### src/shared/nand_seq_map.vh
/*
  register offsets, field positions, reset values and timing counts of the
  nand bus timing sequencer; assumes a single 50 MHz internal clock (T = 20 ns)
*/
`ifndef NAND_SEQ_MAP_VH
`define NAND_SEQ_MAP_VH

// register byte offsets
`define NBT_REG_CTRL        4'h0
`define NBT_REG_CMD         4'h4
`define NBT_REG_STATUS      4'h8
`define NBT_REG_RDATA       4'hc

// control fields
`define NBT_CTRL_WB_LSB     0
`define NBT_CTRL_WHR_LSB    2
`define NBT_CTRL_RHW_LSB    4
`define NBT_CTRL_ADL_LSB    6
`define NBT_CTRL_MODE_LSB   8
`define NBT_CTRL_KEEPCE_BIT 16
`define NBT_CTRL_RESET      17'h00000

// command fields and operation codes
`define NBT_CMD_OP_LSB      8
`define NBT_CMD_REP_LSB     16
`define NBT_OP_CMD          3'h0
`define NBT_OP_ADDR         3'h1
`define NBT_OP_WDATA        3'h2
`define NBT_OP_RDATA        3'h3
`define NBT_OP_WAITRDY      3'h4

// serial access modes
`define NBT_SAM_CONV        2'h0
`define NBT_SAM_EDO         2'h1
`define NBT_SAM_EXT_EDO     2'h2

// basic intervals in periods T of the internal clock
`define NBT_T_CYCLES        8'h01
`define NBT_LATCH_SETUP_T   8'h02
`define NBT_LATCH_HOLD_T    8'h02
`define NBT_CE_SETUP_T      8'h02
`define NBT_CE_HOLD_T       8'h02
`define NBT_DATA_SETUP_T    8'h01
`define NBT_DATA_HOLD_T     8'h01
`define NBT_READY_TO_RE_T   8'h03

// configurable turnarounds, multiples of 2T for codes 0..3
`define NBT_WB_M0           8'h0e
`define NBT_WB_M1           8'h16
`define NBT_WB_M2           8'h1e
`define NBT_WB_M3           8'h26
`define NBT_WHR_M0          8'h08
`define NBT_WHR_M1          8'h10
`define NBT_WHR_M2          8'h18
`define NBT_WHR_M3          8'h20
`define NBT_RHW_M0          8'h04
`define NBT_RHW_M1          8'h08
`define NBT_RHW_M2          8'h0c
`define NBT_RHW_M3          8'h14
`define NBT_ADL_M0          8'h00
`define NBT_ADL_M1          8'h08
`define NBT_ADL_M2          8'h10
`define NBT_ADL_M3          8'h18

`endif

### src/verilog/interval_timer.v
/*
  interval_timer: loadable down counter that flags the last cycle of an
  interval; assumes the loader holds its state for the loaded length
*/
`timescale 1ns/1ns
`default_nettype none

module interval_timer #(
  parameter W = 8
) (
  input  wire         ref_clk,
  input  wire         resetn,
  input  wire         clk_en,
  input  wire         load,
  input  wire [W-1:0] load_val,
  output wire         done
);

  reg [W-1:0] cnt;

  // a load of n keeps done low for n-1 cycles; it stops at one, never wraps
  always @(posedge ref_clk or negedge resetn) begin
    if (!resetn) begin
      cnt <= {W{1'b0}};
    end else if (clk_en) begin
      if (load) begin
        cnt <= load_val;
      end else if (cnt > {{(W-1){1'b0}}, 1'b1}) begin
        cnt <= cnt - {{(W-1){1'b0}}, 1'b1};
      end
    end
  end

  assign done = (cnt <= {{(W-1){1'b0}}, 1'b1});

endmodule // interval_timer

`default_nettype wire

### src/verilog/nand_bus_timing_sequencer.v
/*
  nand_bus_timing_sequencer: drives the strobe and latch sequence of a raw
  parallel nand flash bus, with an avalon-mm register slave (waitrequest).
  assumes one 50 MHz clock; flash pins are asynchronous and are synchronised.
// Functional notes
// - every bus interval is a whole count of internal clock periods T
// - cmd_latch_en set up two periods before and held two after write strobe
// - chip_enable asserted two periods before strobes, kept two periods after
// - write_strobe_n low one period, then high at least one period
// - addr_latch_en set up two periods before and held two after write strobe
// - write data stable one period before strobe rises, held one period after
// - three periods of ready before rd_strobe_n goes low
// - rd_strobe_n low one period, then high one period
// - successive read cycles repeat every two periods
// - successive write cycles repeat every two periods
// - write strobe rise to busy wait selectable 14/22/30/38 times 2T
// - write strobe rise to read strobe fall selectable 8/16/24/32 times 2T
// - read strobe rise to write strobe fall selectable 4/8/12/20 times 2T
// - last address to first data load selectable 0/8/16/24 times 2T
// - conventional, edo and extended edo serial read access modes
*/
`timescale 1ns/1ns
`default_nettype none
`include "nand_seq_map.vh"

module nand_bus_timing_sequencer (
  input  wire        ref_clk,
  input  wire        resetn,
  input  wire        clk_en,
  input  wire [3:0]  avs_address,
  input  wire        avs_read,
  input  wire        avs_write,
  input  wire [31:0] avs_writedata,
  input  wire [3:0]  avs_byteenable,
  output reg  [31:0] avs_readdata,
  output reg         avs_waitrequest,
  output reg         chip_enable,
  output reg         cmd_latch_en,
  output reg         addr_latch_en,
  output reg         write_strobe_n,
  output reg         rd_strobe_n,
  input  wire [7:0]  flash_data_in,
  output reg  [7:0]  flash_data_out,
  output reg         flash_data_oe_n,
  input  wire        ready_busy_n
);

  localparam [9:0] S_IDLE     = 10'h001;
  localparam [9:0] S_GUARD    = 10'h002;
  localparam [9:0] S_SETUP    = 10'h004;
  localparam [9:0] S_WSTROBE  = 10'h008;
  localparam [9:0] S_WHOLD    = 10'h010;
  localparam [9:0] S_RB_WAIT  = 10'h020;
  localparam [9:0] S_RB_SETTL = 10'h040;
  localparam [9:0] S_RLOW     = 10'h080;
  localparam [9:0] S_RHIGH    = 10'h100;
  localparam [9:0] S_CE_OFF   = 10'h200;

  reg  [9:0]  state;
  reg  [16:0] ctrl;
  reg  [23:0] cmd_reg;
  reg  [2:0]  op;
  reg  [7:0]  op_byte;
  reg  [7:0]  rem;
  reg  [7:0]  since_we;
  reg  [7:0]  since_re;
  reg         last_write;
  reg         last_read;
  reg         last_addr;
  reg         rb_s1;
  reg         rb_s2;
  reg  [7:0]  data_s1;
  reg  [7:0]  data_s2;
  reg  [3:0]  cap;
  reg  [7:0]  rd_data;
  reg  [7:0]  rd_count;
  reg  [31:0] rd_mux;
  reg         tmr_load;
  reg  [7:0]  tmr_val;
  reg         guard_ok;
  wire        tmr_done;

  // turnaround code to cycles: multiple of 2T, T being one clock
  function [7:0] two_t;
    input [7:0] mult;
    begin
      two_t = {mult[6:0], 1'b0};
    end
  endfunction

  function [7:0] pick;
    input [1:0] code;
    input [7:0] m0;
    input [7:0] m1;
    input [7:0] m2;
    input [7:0] m3;
    begin
      case (code)
        2'h0:    pick = two_t(m0);
        2'h1:    pick = two_t(m1);
        2'h2:    pick = two_t(m2);
        default: pick = two_t(m3);
      endcase
    end
  endfunction

  wire [7:0] wb_cyc  = pick(ctrl[`NBT_CTRL_WB_LSB +: 2], `NBT_WB_M0, `NBT_WB_M1,
                            `NBT_WB_M2, `NBT_WB_M3);
  wire [7:0] whr_cyc = pick(ctrl[`NBT_CTRL_WHR_LSB +: 2], `NBT_WHR_M0, `NBT_WHR_M1,
                            `NBT_WHR_M2, `NBT_WHR_M3);
  wire [7:0] rhw_cyc = pick(ctrl[`NBT_CTRL_RHW_LSB +: 2], `NBT_RHW_M0, `NBT_RHW_M1,
                            `NBT_RHW_M2, `NBT_RHW_M3);
  wire [7:0] adl_cyc = pick(ctrl[`NBT_CTRL_ADL_LSB +: 2], `NBT_ADL_M0, `NBT_ADL_M1,
                            `NBT_ADL_M2, `NBT_ADL_M3);
  wire [1:0] sam     = ctrl[`NBT_CTRL_MODE_LSB +: 2];
  wire       keep_ce = ctrl[`NBT_CTRL_KEEPCE_BIT];
  wire       rb_ready = rb_s2;
  wire       is_latch = (op == `NBT_OP_CMD) || (op == `NBT_OP_ADDR);
  wire       is_wr    = is_latch || (op == `NBT_OP_WDATA);

  // bus decode; a command write is only answered while the sequencer is idle
  wire       reg_hit  = (avs_address[1:0] == 2'h0);
  wire       cmd_hit  = reg_hit && (avs_address == `NBT_REG_CMD);
  wire       ctrl_hit = reg_hit && (avs_address == `NBT_REG_CTRL);
  wire       cmd_pend = avs_write && cmd_hit;
  wire       can_ack  = !(cmd_pend && (state != S_IDLE));
  wire       wr_go    = avs_write && !avs_waitrequest;
  wire       start    = wr_go && cmd_hit;

  interval_timer #(
    .W (8)
  ) u_timer (
    .ref_clk  (ref_clk),
    .resetn   (resetn),
    .clk_en   (clk_en),
    .load     (tmr_load),
    .load_val (tmr_val),
    .done     (tmr_done)
  );

  // turnaround checks before a new strobe may be scheduled
  always @* begin
    guard_ok = 1'b1;
    if (is_wr) begin
      if (last_read && (since_re < rhw_cyc))
        guard_ok = 1'b0;
      if ((op == `NBT_OP_WDATA) && last_addr && (since_we < adl_cyc))
        guard_ok = 1'b0;
    end else if (op == `NBT_OP_RDATA) begin
      if (last_write && (since_we < whr_cyc))
        guard_ok = 1'b0;
    end else begin
      if (last_write && (since_we < wb_cyc))
        guard_ok = 1'b0;
    end
  end

  // interval lengths loaded on state entry, all in whole clocks
  always @* begin
    tmr_load = 1'b0;
    tmr_val  = 8'h00;
    case (state)
      S_IDLE: begin
        if (!start && chip_enable && !keep_ce && !cmd_pend) begin
          tmr_load = 1'b1;
          tmr_val  = `NBT_CE_HOLD_T;
        end
      end
      S_GUARD: begin
        if (guard_ok && is_wr) begin
          tmr_load = 1'b1;
          tmr_val  = (is_latch || !chip_enable) ? `NBT_LATCH_SETUP_T
                                                : `NBT_DATA_SETUP_T;
        end else if (guard_ok && (op == `NBT_OP_RDATA)) begin
          tmr_load = 1'b1;
          tmr_val  = `NBT_READY_TO_RE_T;
        end
      end
      S_RB_SETTL: begin
        if (!rb_ready) begin
          tmr_load = 1'b1;
          tmr_val  = `NBT_READY_TO_RE_T;
        end
      end
      S_WSTROBE: begin
        tmr_load = 1'b1;
        tmr_val  = is_latch ? `NBT_LATCH_HOLD_T : `NBT_DATA_HOLD_T;
      end
      default: begin
        tmr_load = 1'b0;
      end
    endcase
  end

  // pin synchronisers: only the second stage is read by the sequencer
  always @(posedge ref_clk or negedge resetn) begin
    if (!resetn) begin
      rb_s1   <= 1'b0;
      rb_s2   <= 1'b0;
      data_s1 <= 8'h00;
      data_s2 <= 8'h00;
    end else if (clk_en) begin
      rb_s1   <= ready_busy_n;
      rb_s2   <= rb_s1;
      data_s1 <= flash_data_in;
      data_s2 <= data_s1;
    end
  end

  // register file and avalon answer; one wait cycle (more while a command write waits for idle), then one ready cycle
  always @(posedge ref_clk or negedge resetn) begin
    if (!resetn) begin
      ctrl            <= `NBT_CTRL_RESET;
      cmd_reg         <= 24'h000000;
      avs_waitrequest <= 1'b1;
      avs_readdata    <= 32'h00000000;
    end else if (clk_en) begin
      if ((avs_read || avs_write) && avs_waitrequest && can_ack) begin
        avs_waitrequest <= 1'b0;
        if (avs_read)
          avs_readdata <= rd_mux;
      end else begin
        avs_waitrequest <= 1'b1;
      end
      if (wr_go && ctrl_hit) begin
        if (avs_byteenable[0]) ctrl[7:0]  <= avs_writedata[7:0];
        if (avs_byteenable[1]) ctrl[15:8] <= avs_writedata[15:8];
        if (avs_byteenable[2]) ctrl[16]   <= avs_writedata[16];
      end
      if (start)
        cmd_reg <= avs_writedata[23:0];
    end
  end

  // read mux; unmapped or misaligned addresses read zero
  // busy also spans the capture pipeline, so rdata and the count are final when it clears
  always @* begin
    rd_mux = 32'h00000000;
    if (reg_hit) begin
      case (avs_address)
        `NBT_REG_CTRL:   rd_mux = {15'h0000, ctrl};
        `NBT_REG_CMD:    rd_mux = {8'h00, cmd_reg};
        `NBT_REG_STATUS: rd_mux = {16'h0000, rd_count, 5'h00, chip_enable,
                                   rb_ready, (state != S_IDLE) || (cap != 4'h0)};
        `NBT_REG_RDATA:  rd_mux = {24'h000000, rd_data};
        default:         rd_mux = 32'h00000000;
      endcase
    end
  end

  // elapsed clocks since the last strobe rise, saturating at the top
  always @(posedge ref_clk or negedge resetn) begin
    if (!resetn) begin
      since_we <= 8'hff;
      since_re <= 8'hff;
    end else if (clk_en) begin
      if (state == S_WSTROBE)
        since_we <= 8'h00;
      else if (since_we != 8'hff)
        since_we <= since_we + 8'h01;
      if (state == S_RLOW)
        since_re <= 8'h00;
      else if (since_re != 8'hff)
        since_re <= since_re + 8'h01;
    end
  end

  // read capture; edo modes sample later since the flash keeps data longer
  always @(posedge ref_clk or negedge resetn) begin
    if (!resetn) begin
      cap      <= 4'h0;
      rd_data  <= 8'h00;
      rd_count <= 8'h00;
    end else if (clk_en) begin
      cap <= {cap[2:0], (state == S_RLOW)};
      if (((sam == `NBT_SAM_CONV) && cap[1]) ||
          ((sam == `NBT_SAM_EDO) && cap[2]) ||
          (sam[1] && cap[3])) begin
        rd_data  <= data_s2;
        rd_count <= rd_count + 8'h01;
      end
    end
  end

  // bus sequencer; every output is a flop set on the edge it must change
  always @(posedge ref_clk or negedge resetn) begin
    if (!resetn) begin
      state           <= S_IDLE;
      op              <= `NBT_OP_CMD;
      op_byte         <= 8'h00;
      rem             <= 8'h00;
      last_write      <= 1'b0;
      last_read       <= 1'b0;
      last_addr       <= 1'b0;
      chip_enable     <= 1'b0;
      cmd_latch_en    <= 1'b0;
      addr_latch_en   <= 1'b0;
      write_strobe_n  <= 1'b1;
      rd_strobe_n     <= 1'b1;
      flash_data_out  <= 8'h00;
      flash_data_oe_n <= 1'b1;
    end else if (clk_en) begin
      case (state)
        S_IDLE: begin
          if (start) begin
            op      <= avs_writedata[`NBT_CMD_OP_LSB +: 3];
            op_byte <= avs_writedata[7:0];
            rem     <= avs_writedata[`NBT_CMD_REP_LSB +: 8];
            state   <= S_GUARD;
          end else if (chip_enable && !keep_ce && !cmd_pend) begin
            state <= S_CE_OFF;
          end
        end
        S_GUARD: begin
          if (guard_ok) begin
            if (is_wr) begin
              chip_enable     <= 1'b1;
              cmd_latch_en    <= (op == `NBT_OP_CMD);
              addr_latch_en   <= (op == `NBT_OP_ADDR);
              flash_data_out  <= op_byte;
              flash_data_oe_n <= 1'b0;
              state           <= S_SETUP;
            end else if (op == `NBT_OP_RDATA) begin
              chip_enable <= 1'b1;
              state       <= S_RB_SETTL;
            end else begin
              state <= S_RB_WAIT;
            end
          end
        end
        S_SETUP: begin
          if (tmr_done) begin
            write_strobe_n <= 1'b0;
            state          <= S_WSTROBE;
          end
        end
        S_WSTROBE: begin
          write_strobe_n <= 1'b1;
          last_write     <= 1'b1;
          last_read      <= 1'b0;
          last_addr      <= (op == `NBT_OP_ADDR);
          state          <= S_WHOLD;
        end
        S_WHOLD: begin
          if (tmr_done) begin
            if ((op == `NBT_OP_WDATA) && (rem != 8'h00)) begin
              rem            <= rem - 8'h01;
              write_strobe_n <= 1'b0;
              state          <= S_WSTROBE;
            end else begin
              cmd_latch_en    <= 1'b0;
              addr_latch_en   <= 1'b0;
              flash_data_oe_n <= 1'b1;
              state           <= S_IDLE;
            end
          end
        end
        S_RB_WAIT: begin
          if (rb_ready)
            state <= S_IDLE;
        end
        S_RB_SETTL: begin
          if (rb_ready && tmr_done) begin
            rd_strobe_n <= 1'b0;
            state       <= S_RLOW;
          end
        end
        S_RLOW: begin
          rd_strobe_n <= 1'b1;
          last_read   <= 1'b1;
          last_write  <= 1'b0;
          last_addr   <= 1'b0;
          state       <= S_RHIGH;
        end
        S_RHIGH: begin
          if (rem != 8'h00) begin
            rem         <= rem - 8'h01;
            rd_strobe_n <= 1'b0;
            state       <= S_RLOW;
          end else begin
            state <= S_IDLE;
          end
        end
        S_CE_OFF: begin
          if (tmr_done) begin
            chip_enable <= 1'b0;
            state       <= S_IDLE;
          end
        end
        default: begin
          state <= S_IDLE;
        end
      endcase
    end
  end

endmodule // nand_bus_timing_sequencer

`default_nettype wire

### config.mk
export PLATFORM = sky130hd
export DESIGN_NAME = nand_bus_timing_sequencer
export DESIGN_NICKNAME = d
export VERILOG_FILES = /design/src/verilog/interval_timer.v /design/src/verilog/nand_bus_timing_sequencer.v
export VERILOG_INCLUDE_DIRS = /design/src /design/src/shared
export SDC_FILE = /design/constraint.sdc
export NUM_CORES = 1
export LEC_CHECK = 0
export ABC_AREA = 1
export BUFFER_PORTS_ARGS = -buffer_cell sky130_fd_sc_hd__buf_2
export CAP_MARGIN = 5
export CORE_MARGIN = 4
export CORE_UTILIZATION = 63
export CTS_CLUSTER_SIZE = 28
export DETAILED_ROUTE_END_ITERATION = 12
export PLACE_DENSITY_LB_ADDON = 0.2
export SETUP_SLACK_MARGIN = 0.4
export SLEW_MARGIN = 10
export SYNTH_ARGS = -nofsm -noshare
export SYNTH_HDL_FRONTEND = slang
export SYNTH_SLANG_ARGS = --single-unit
### constraint.sdc
create_clock -name ref_clk -period 3 [get_ports ref_clk]
set_input_delay 0.45 -clock ref_clk [delete_from_list [all_inputs] [get_ports ref_clk]]
set_output_delay 0.45 -clock ref_clk [all_outputs]
set_load 0.1 [all_outputs]
---- Word-level counts from Yosys, hierarchy flattened ----
Index checks and enable logic that the tools add are counted.
word-level totals
  input port bits ......................... 54
  logic and storage cells ................. 234
  output and inout bits ................... 47
  register bits ........................... 182
cells by class
  reduce and logical (&&, ||, !) cells .... 76
  $add $sub $neg .......................... 5
  mux-type cells .......................... 76
  magnitude comparators ................... 6
  eq/ne operators ......................... 41
operators by type and width
  kind                                                  number
  one-hot mux 10 bit (10 select lines)                  1
  one-hot mux 24 bit (4 select lines)                   1
  two-way mux 8 bit                                     11
  two-way mux 10 bit                                    8
  one-hot mux 7 bit (3 select lines)                    2
  one-hot mux 6 bit (3 select lines)                    2
  less-than comparator 8 bit                            4
  two-way mux 1 bit                                     29
  logical AND 1 bit                                     26
  adder 8 x 1 -> 8 bit, second input constant           3
  two-way mux 24 bit                                    1
  one-hot mux 8 bit (3 select lines)                    1
  != test 2 bit, second input constant                  11
  != test 8 bit, second input constant                  2
  subtractor 8 x 1 -> 8 bit, second input constant      2
  AND reduction 3 bit                                   5
  two-way mux 7 bit                                     2
  one-hot mux 1 bit (2 select lines)                    7
  logical NOT 2 bit                                     6
  two-way mux 2 bit                                     6
  AND reduction 2 bit                                   6
  AND reduction 6 bit                                   2
  nonzero test 2 bit                                    6
  equality test 10 x 1 -> 1 bit, second input constant  1
  other kinds (33)                                      59

---- Longest topological paths before layout ----
  depth in word-level cells ............... 13
  mapped depth ............................ 15
  mapped depth without buffers ............ 15

---- Hierarchy ----
From an unflattened synthesis, not the netlist that was laid out.
unflattened totals
  cell total of the unflattened synthesis .. 1,111
  area, all modules ....................... 8,897.3 sq um
by module, submodules not included
  module                     area each (sq um)  cells an instance  instances  sequential area each (sq um)
  nand_bus_timing_sequencer  8,277.9            1,017              1          4,180.3
  interval_timer             619.3              94                 1          200.2

---- Worst setup path before layout ----
No wires, ideal clock.
  path type ............................... flip-flop to flip-flop
  start point ............................. register ctrl[0]
  end point ............................... register state[4]
  stages on the path, launching flop included .. 15
  setup time .............................. 0.129 ns
  setup slack ............................. 1.021 ns
  arrival time ............................ 1.851 ns
  clock period less this slack ............ 1.979 ns
  path buffers ............................ 0
  required time ........................... 2.871 ns
  cells stage by stage .................... dfrtp_1 ha_1 inv_1 ha_1 nand2_1 nor2_1 nand2_1 nand3_1 nand2_1 nand2_1 nand2_1 nand2_2 nand3_4 nand2_1 nand2_1
on the way
  longest elaborated chain between the ends .. 9
  elaborated cells on any way between the ends .. 11
  those cells by class .................... order compare: 1; eq/ne: 3; mux: 4; reduce/logical: 3
RTL lines
  what                                         RTL line                         source
  from (decl)                                  nand_bus_timing_sequencer.v:60   reg [16:0] ctrl;
  from (signal assigned)                       nand_bus_timing_sequencer.v:213  ctrl <= `NBT_CTRL_RESET;
  from (signal assigned)                       nand_bus_timing_sequencer.v:226  if (avs_byteenable[0]) ctrl[7:0] <= avs_writedata[7:0];
  equality test 2 bit (tied with other cells)  nand_bus_timing_sequencer.v:98   case (code)
  one-hot mux 7 bit (3 select lines) *         nand_bus_timing_sequencer.v:98
  less-than comparator 8 bit *                 nand_bus_timing_sequencer.v:153  if (last_write && (since_we < wb_cyc))
  logical AND 1 bit *                          nand_bus_timing_sequencer.v:153
  two-way mux 1 bit *                          nand_bus_timing_sequencer.v:153
  two-way mux 1 bit *                          nand_bus_timing_sequencer.v:149  end else if (op == `NBT_OP_RDATA) begin
  two-way mux 1 bit *                          nand_bus_timing_sequencer.v:144  if (is_wr) begin
  != test 2 bit (no source line) *             n/a
  AND reduction 8 bit (no source line) *       n/a
  to (signal assigned)                         nand_bus_timing_sequencer.v:288  state <= S_IDLE;
  to (signal assigned)                         nand_bus_timing_sequencer.v:309  state <= S_GUARD;
  to (signal assigned)                         nand_bus_timing_sequencer.v:311  state <= S_CE_OFF;
  to (decl)                                    nand_bus_timing_sequencer.v:59   reg [9:0] state;
Mark *: on every way between the ends. The rest lies on a longest branch, timed or not.
A chain may end at the register's enable or synchronous reset.

---- Worst setup path after layout ----
  start point ............................. register u_timer.cnt[0]
  end point ............................... register state[4]
on the way
  longest elaborated chain between the ends .. 4
  elaborated cells on any way between the ends .. 7
  those cells by class .................... order compare: 1; eq/ne: 4; reduce/logical: 2
RTL lines
  what                                       RTL line                         source
  from (decl)                                interval_timer.v:19              reg [W-1:0] cnt;
  from (signal assigned)                     interval_timer.v:24              cnt <= {W{1'b0}};
  from (signal assigned)                     interval_timer.v:27              cnt <= load_val;
  from (signal assigned)                     interval_timer.v:29              cnt <= cnt - {{(W-1){1'b0}}, 1'b1};
  less-or-equal comparator 8 x 1 -> 1 bit *  interval_timer.v:34              assign done = (cnt <= {{(W-1){1'b0}}, 1'b1});
  logical AND 1 bit                          nand_bus_timing_sequencer.v:363  if (rb_ready && tmr_done) begin
  != test 2 bit (no source line)             n/a
  AND reduction 8 bit (no source line) *     n/a
  to (signal assigned)                       nand_bus_timing_sequencer.v:360  state <= S_IDLE;
  to (signal assigned)                       nand_bus_timing_sequencer.v:365  state <= S_RLOW;
  to (signal assigned)                       nand_bus_timing_sequencer.v:373  state <= S_RHIGH;
Marked as above.

==> flow_summary_export.csv <==
group,metric,value,unit
worst_setup_path,arrival,2.70,ns
synthesis,synth_xor_area_share,2.41,%
synthesis,syn_area,8720,um2
clock_tree,htree_levels,4,
sta,fin_skew,0.00811,ns
drt,vias,7392,
worst_hold_path,hold_class,"in2async",
final_layout,nets,1243,
place,gp_congestion,0.907,
sta,slew_viol_final,0,
clock_tree,path_clk_slew,0.06,ns
sta,slew_headroom,45.1,%
grt,grt-busiest-layer,"met2",
place,hpwl,14400,um
final_layout,regArea,4380,um2
synthesis,muxShareOfSynthArea,0.129,%
floorplanning,die_h,126,um
worst_setup_path,start_kind,"flip-flop",
worst_setup_path,path_class,"reg2reg",
grt,grt_start_max_net_pins,76,
final_layout,final_common_cell,"nand2_1",
grt,grt_usage,27.2,%
sta,worst_slew_pin_slew,0.822,ns
floorplanning,die_area,15800,um2
floorplanning,start_util,65.1,%
grt,grt_util_met3,5.76,%
synthesis,synthAdderAreaFrac,2.72,%
drt,drt-vias-per-instance,5.44,
power_and_ir_drop,seq_power_share,42.0,%
grt,grt_pass1_vias,7125,
grt,grt-ovfl-total,0,
power_and_ir_drop,p_per_area,769,nW/um2
worst_setup_path,crit_chain,"inv_1 > ha_1 > nor2_1 > nor2_1 > nand3_1 > a21oi_2 > nand3_1 > nor2_4 > nand3_4 > nand2_1 > nand2_1",
worst_setup_path,critPathMaxFanout,10,
drt,wl,20800,um
drt,drt-wirelength-per-cell,15.3,um
power_and_ir_drop,swShare,35.2,%
synthesis,ys_seq_elements,174,
clock_tree,cts_resized,0,
floorplanning,pin_count,101,
clock_tree,cts_tree,"yes",
final_layout,multi_input_area,3690,um2
drt,ant_nets,0,
job,maxCapViolCount,0,
clock_tree,clkLatencyLatePin,0.43,ns
clock_tree,clock_path_buffers,2,
worst_setup_path,endpoint_kind,"flip-flop",
power_and_ir_drop,peakVddDrop,0.570,mV
drt,drt_iter0_drc,731,
final_layout,fillerInstances,1034,
worst_setup_path,r2r_cells,11,
worst_setup_path,cpMaxStageDelayCell,"dfrtp_1",
synthesis,synth_top_family_by_area,"simple AND/OR/NAND/NOR gates",
grt,met2_usage,44.4,%
power_and_ir_drop,pwr-share-clk,31.7,%
floorplanning,core_region_area,13400,um2
power_and_ir_drop,p_leak,5.24,nW
run_status,status,"complete, no violations",
synthesis,synth.distinct_cells,43,
grt,grt_first_pass_wirelength,34400,um
clock_tree,post_cts_buffers,0,
final_layout,antenna_cells,0,
grt,grt_antenna_before_repair,0,
final_layout,syn2layout_area_growth,14.0,%
clock_tree,ctsHoldBuffers,0,
place,port-buffer-count,83,
synthesis,synth_compound_area_share,9.59,%
worst_setup_path,max_stage_delay,0.41,ns
power_and_ir_drop,pwr-share-comb,26.4,%
synthesis,avgSynthCellArea,8.02,um2
drt,drc_errors,0,
sta,fin_crit_sh,80.0,%
clock_tree,clock_sinks,174,
power_and_ir_drop,p_sw,2.69,mW
final_layout,utilization,74.2,%
synthesis,ys_seq_area_share,50.2,%
synthesis,synthSimpleGateAreaFrac,27.1,%
sta,setup_viol,0,
synthesis,yosysWarnings,0,
drt,dr.pass1.iters,5,
clock_tree,cts_buffers,17,
sta,rsz0062_at_grt,"no",
floorplanning,rows,42,
synthesis,syn_inst,1088,
clock_tree,cts-root-buf,"clkbuf_16",
grt,use_met1,35.6,%
sta,hold_viol,0,
final_layout,final_cell_mix,"nand2_1 (359), dfrtp_1 (153), inv_1 (124)",
sta,finalSetupTns,0,ns
final_layout,drive_gt1_share,15.9,%
floorplanning,fp.dieW,126,um
sta,layout_min_cycle_time,2.40,ns
power_and_ir_drop,p_int,4.96,mW
sta,max_freq,417,MHz
worst_setup_path,cp_data_required_time,3.30,ns
synthesized netlist by cell type:
cell type    n  share of area [%]
nand3_2      3               0.34
o2111ai_1    2               0.20
nor3_4       1               0.19
a21oi_1     17               0.98
dfrtp_1    153                 44
nand4_4      1               0.24
buf_6        1               0.13
o211ai_1     2               0.17
inv_2        9               0.39
dfstp_2     21                6.3
a21oi_4      1               0.19
o21a_1       6               0.52
nor2_2       5               0.36
a21oi_2      1               0.10
o21ai_0     92                5.3
o21ai_1     16               0.92
a31oi_1      3               0.22
nand2_4      1               0.13
ha_1        19                2.7
nor3_2       1               0.11
buf_2        9               0.52
nor3_1       6               0.34
xor2_1      18                1.8
xnor2_1      6               0.60
or2_2        2               0.14
nand4_1     20                1.4
conb_1       1              0.043
clkbuf_1    18               0.77
a221oi_1     2               0.20
nor4_1       3               0.22
buf_4        8               0.69
a31oi_4      1               0.24
nand3_4      1               0.20
a21boi_0     1              0.086
a22o_1       2               0.20
nand3_1     65                3.7
o21ai_2      3               0.30
mux2_2       1               0.13
nand2_1    359                 15
nor2_1      72                3.1
inv_1      124                5.3
nor2_4       5               0.65
nand2_2      6               0.43
area by class of cell:
| cell class | count | area share [%] |
|---|---|---|
| tap | 176 | 2.21 |
| sequential | 174 | 44.1 |
| clock inverter | 12 | 1.81 |
| inverter | 133 | 5.02 |
| timing repair buffer | 92 | 5.05 |
| multi-input combinational | 752 | 37.2 |
| clock buffer | 20 | 4.69 |
worst paths after layout:
kind | slack (ns) | to | startpoint
min in group ref_clk | 0.22 | data_s1[3]$_DFFE_PN0P_ | flash_data_in[3]
max in group asynchronous | 2.08 | since_re[5]$_DFFE_PN1P_ | resetn
setup reg to reg | 0.60 | state[4]$_DFFE_PN0P_ | u_timer.cnt[0]$_DFFE_PN0P_
hold / removal | 0.04 | flash_data_out[4]$_DFFE_PN0P_ | resetn
hold reg to reg | 0.47 | avs_readdata[15]$_DFFE_PN0P_ | avs_readdata[15]$_DFFE_PN0P_
setup / recovery | 0.60 | state[4]$_DFFE_PN0P_ | u_timer.cnt[0]$_DFFE_PN0P_
power groups by stage:
stage / registers, mW / clock network [mW] / logic [mW]
final: 3.21 / 2.42 / 2.02
after global routing: 3.27 / 2.54 / 2.30
after CTS: 3.20 / 2.43 / 2.01
after detailed placement: 3.23 / 0 / 1.98
after global placement: 3.22 / 0 / 1.91
after floorplan: 3.37 / 0 / 1.35
stage by stage:
stage | total power [mW] | instances | setup slack, ns | hold WS (ns) | instance area (um2)
finish | 7.65 | 1359 | 0.601 | 0.0420 | 9940
global route | 8.11 | 1359 | 0.424 | 0.0852 | 9940
CTS | 7.64 | 1359 | 0.656 | 0.0582 | 9940
detailed placement | 5.22 | 1327 | 0.641 | 0.455 | 9300
global placement | 5.13 | 1327 | 0.740 | 0.448 | 9300
floorplan | 4.72 | 1095 | 1.02 | 0.154 | 8750
cells by family (layout without fill, tap and decap cells):
| kind of cell | after synthesis | after routing |
|---|---|---|
| flops | 174 | 174 |
| simple gates | 551 | 551 |
| compound gates | 149 | 149 |
| fa+ha+maj | 19 | 19 |
| buf+inv | 169 | 257 |
| other cells | 1 | 8 |
| mux | 1 | 1 |
| xor+xnor | 24 | 24 |
worst max-delay path: cells and delay by family (launching register included):
kind / cells / cell delay [ns]
simple gates: 8 / 1.18
flops: 1 / 0.41
compound gates: 1 / 0.36
fa+ha+maj: 1 / 0.22
buf+inv: 1 / 0.09
per-layer routing:
layer  wire length [um]  up-vias
met3               1320       39
met2              10100      275
li1                   -     3603
met5                  0        -
met1               8760     3475
met4                615        0
(Power assumes the default switching activity.)
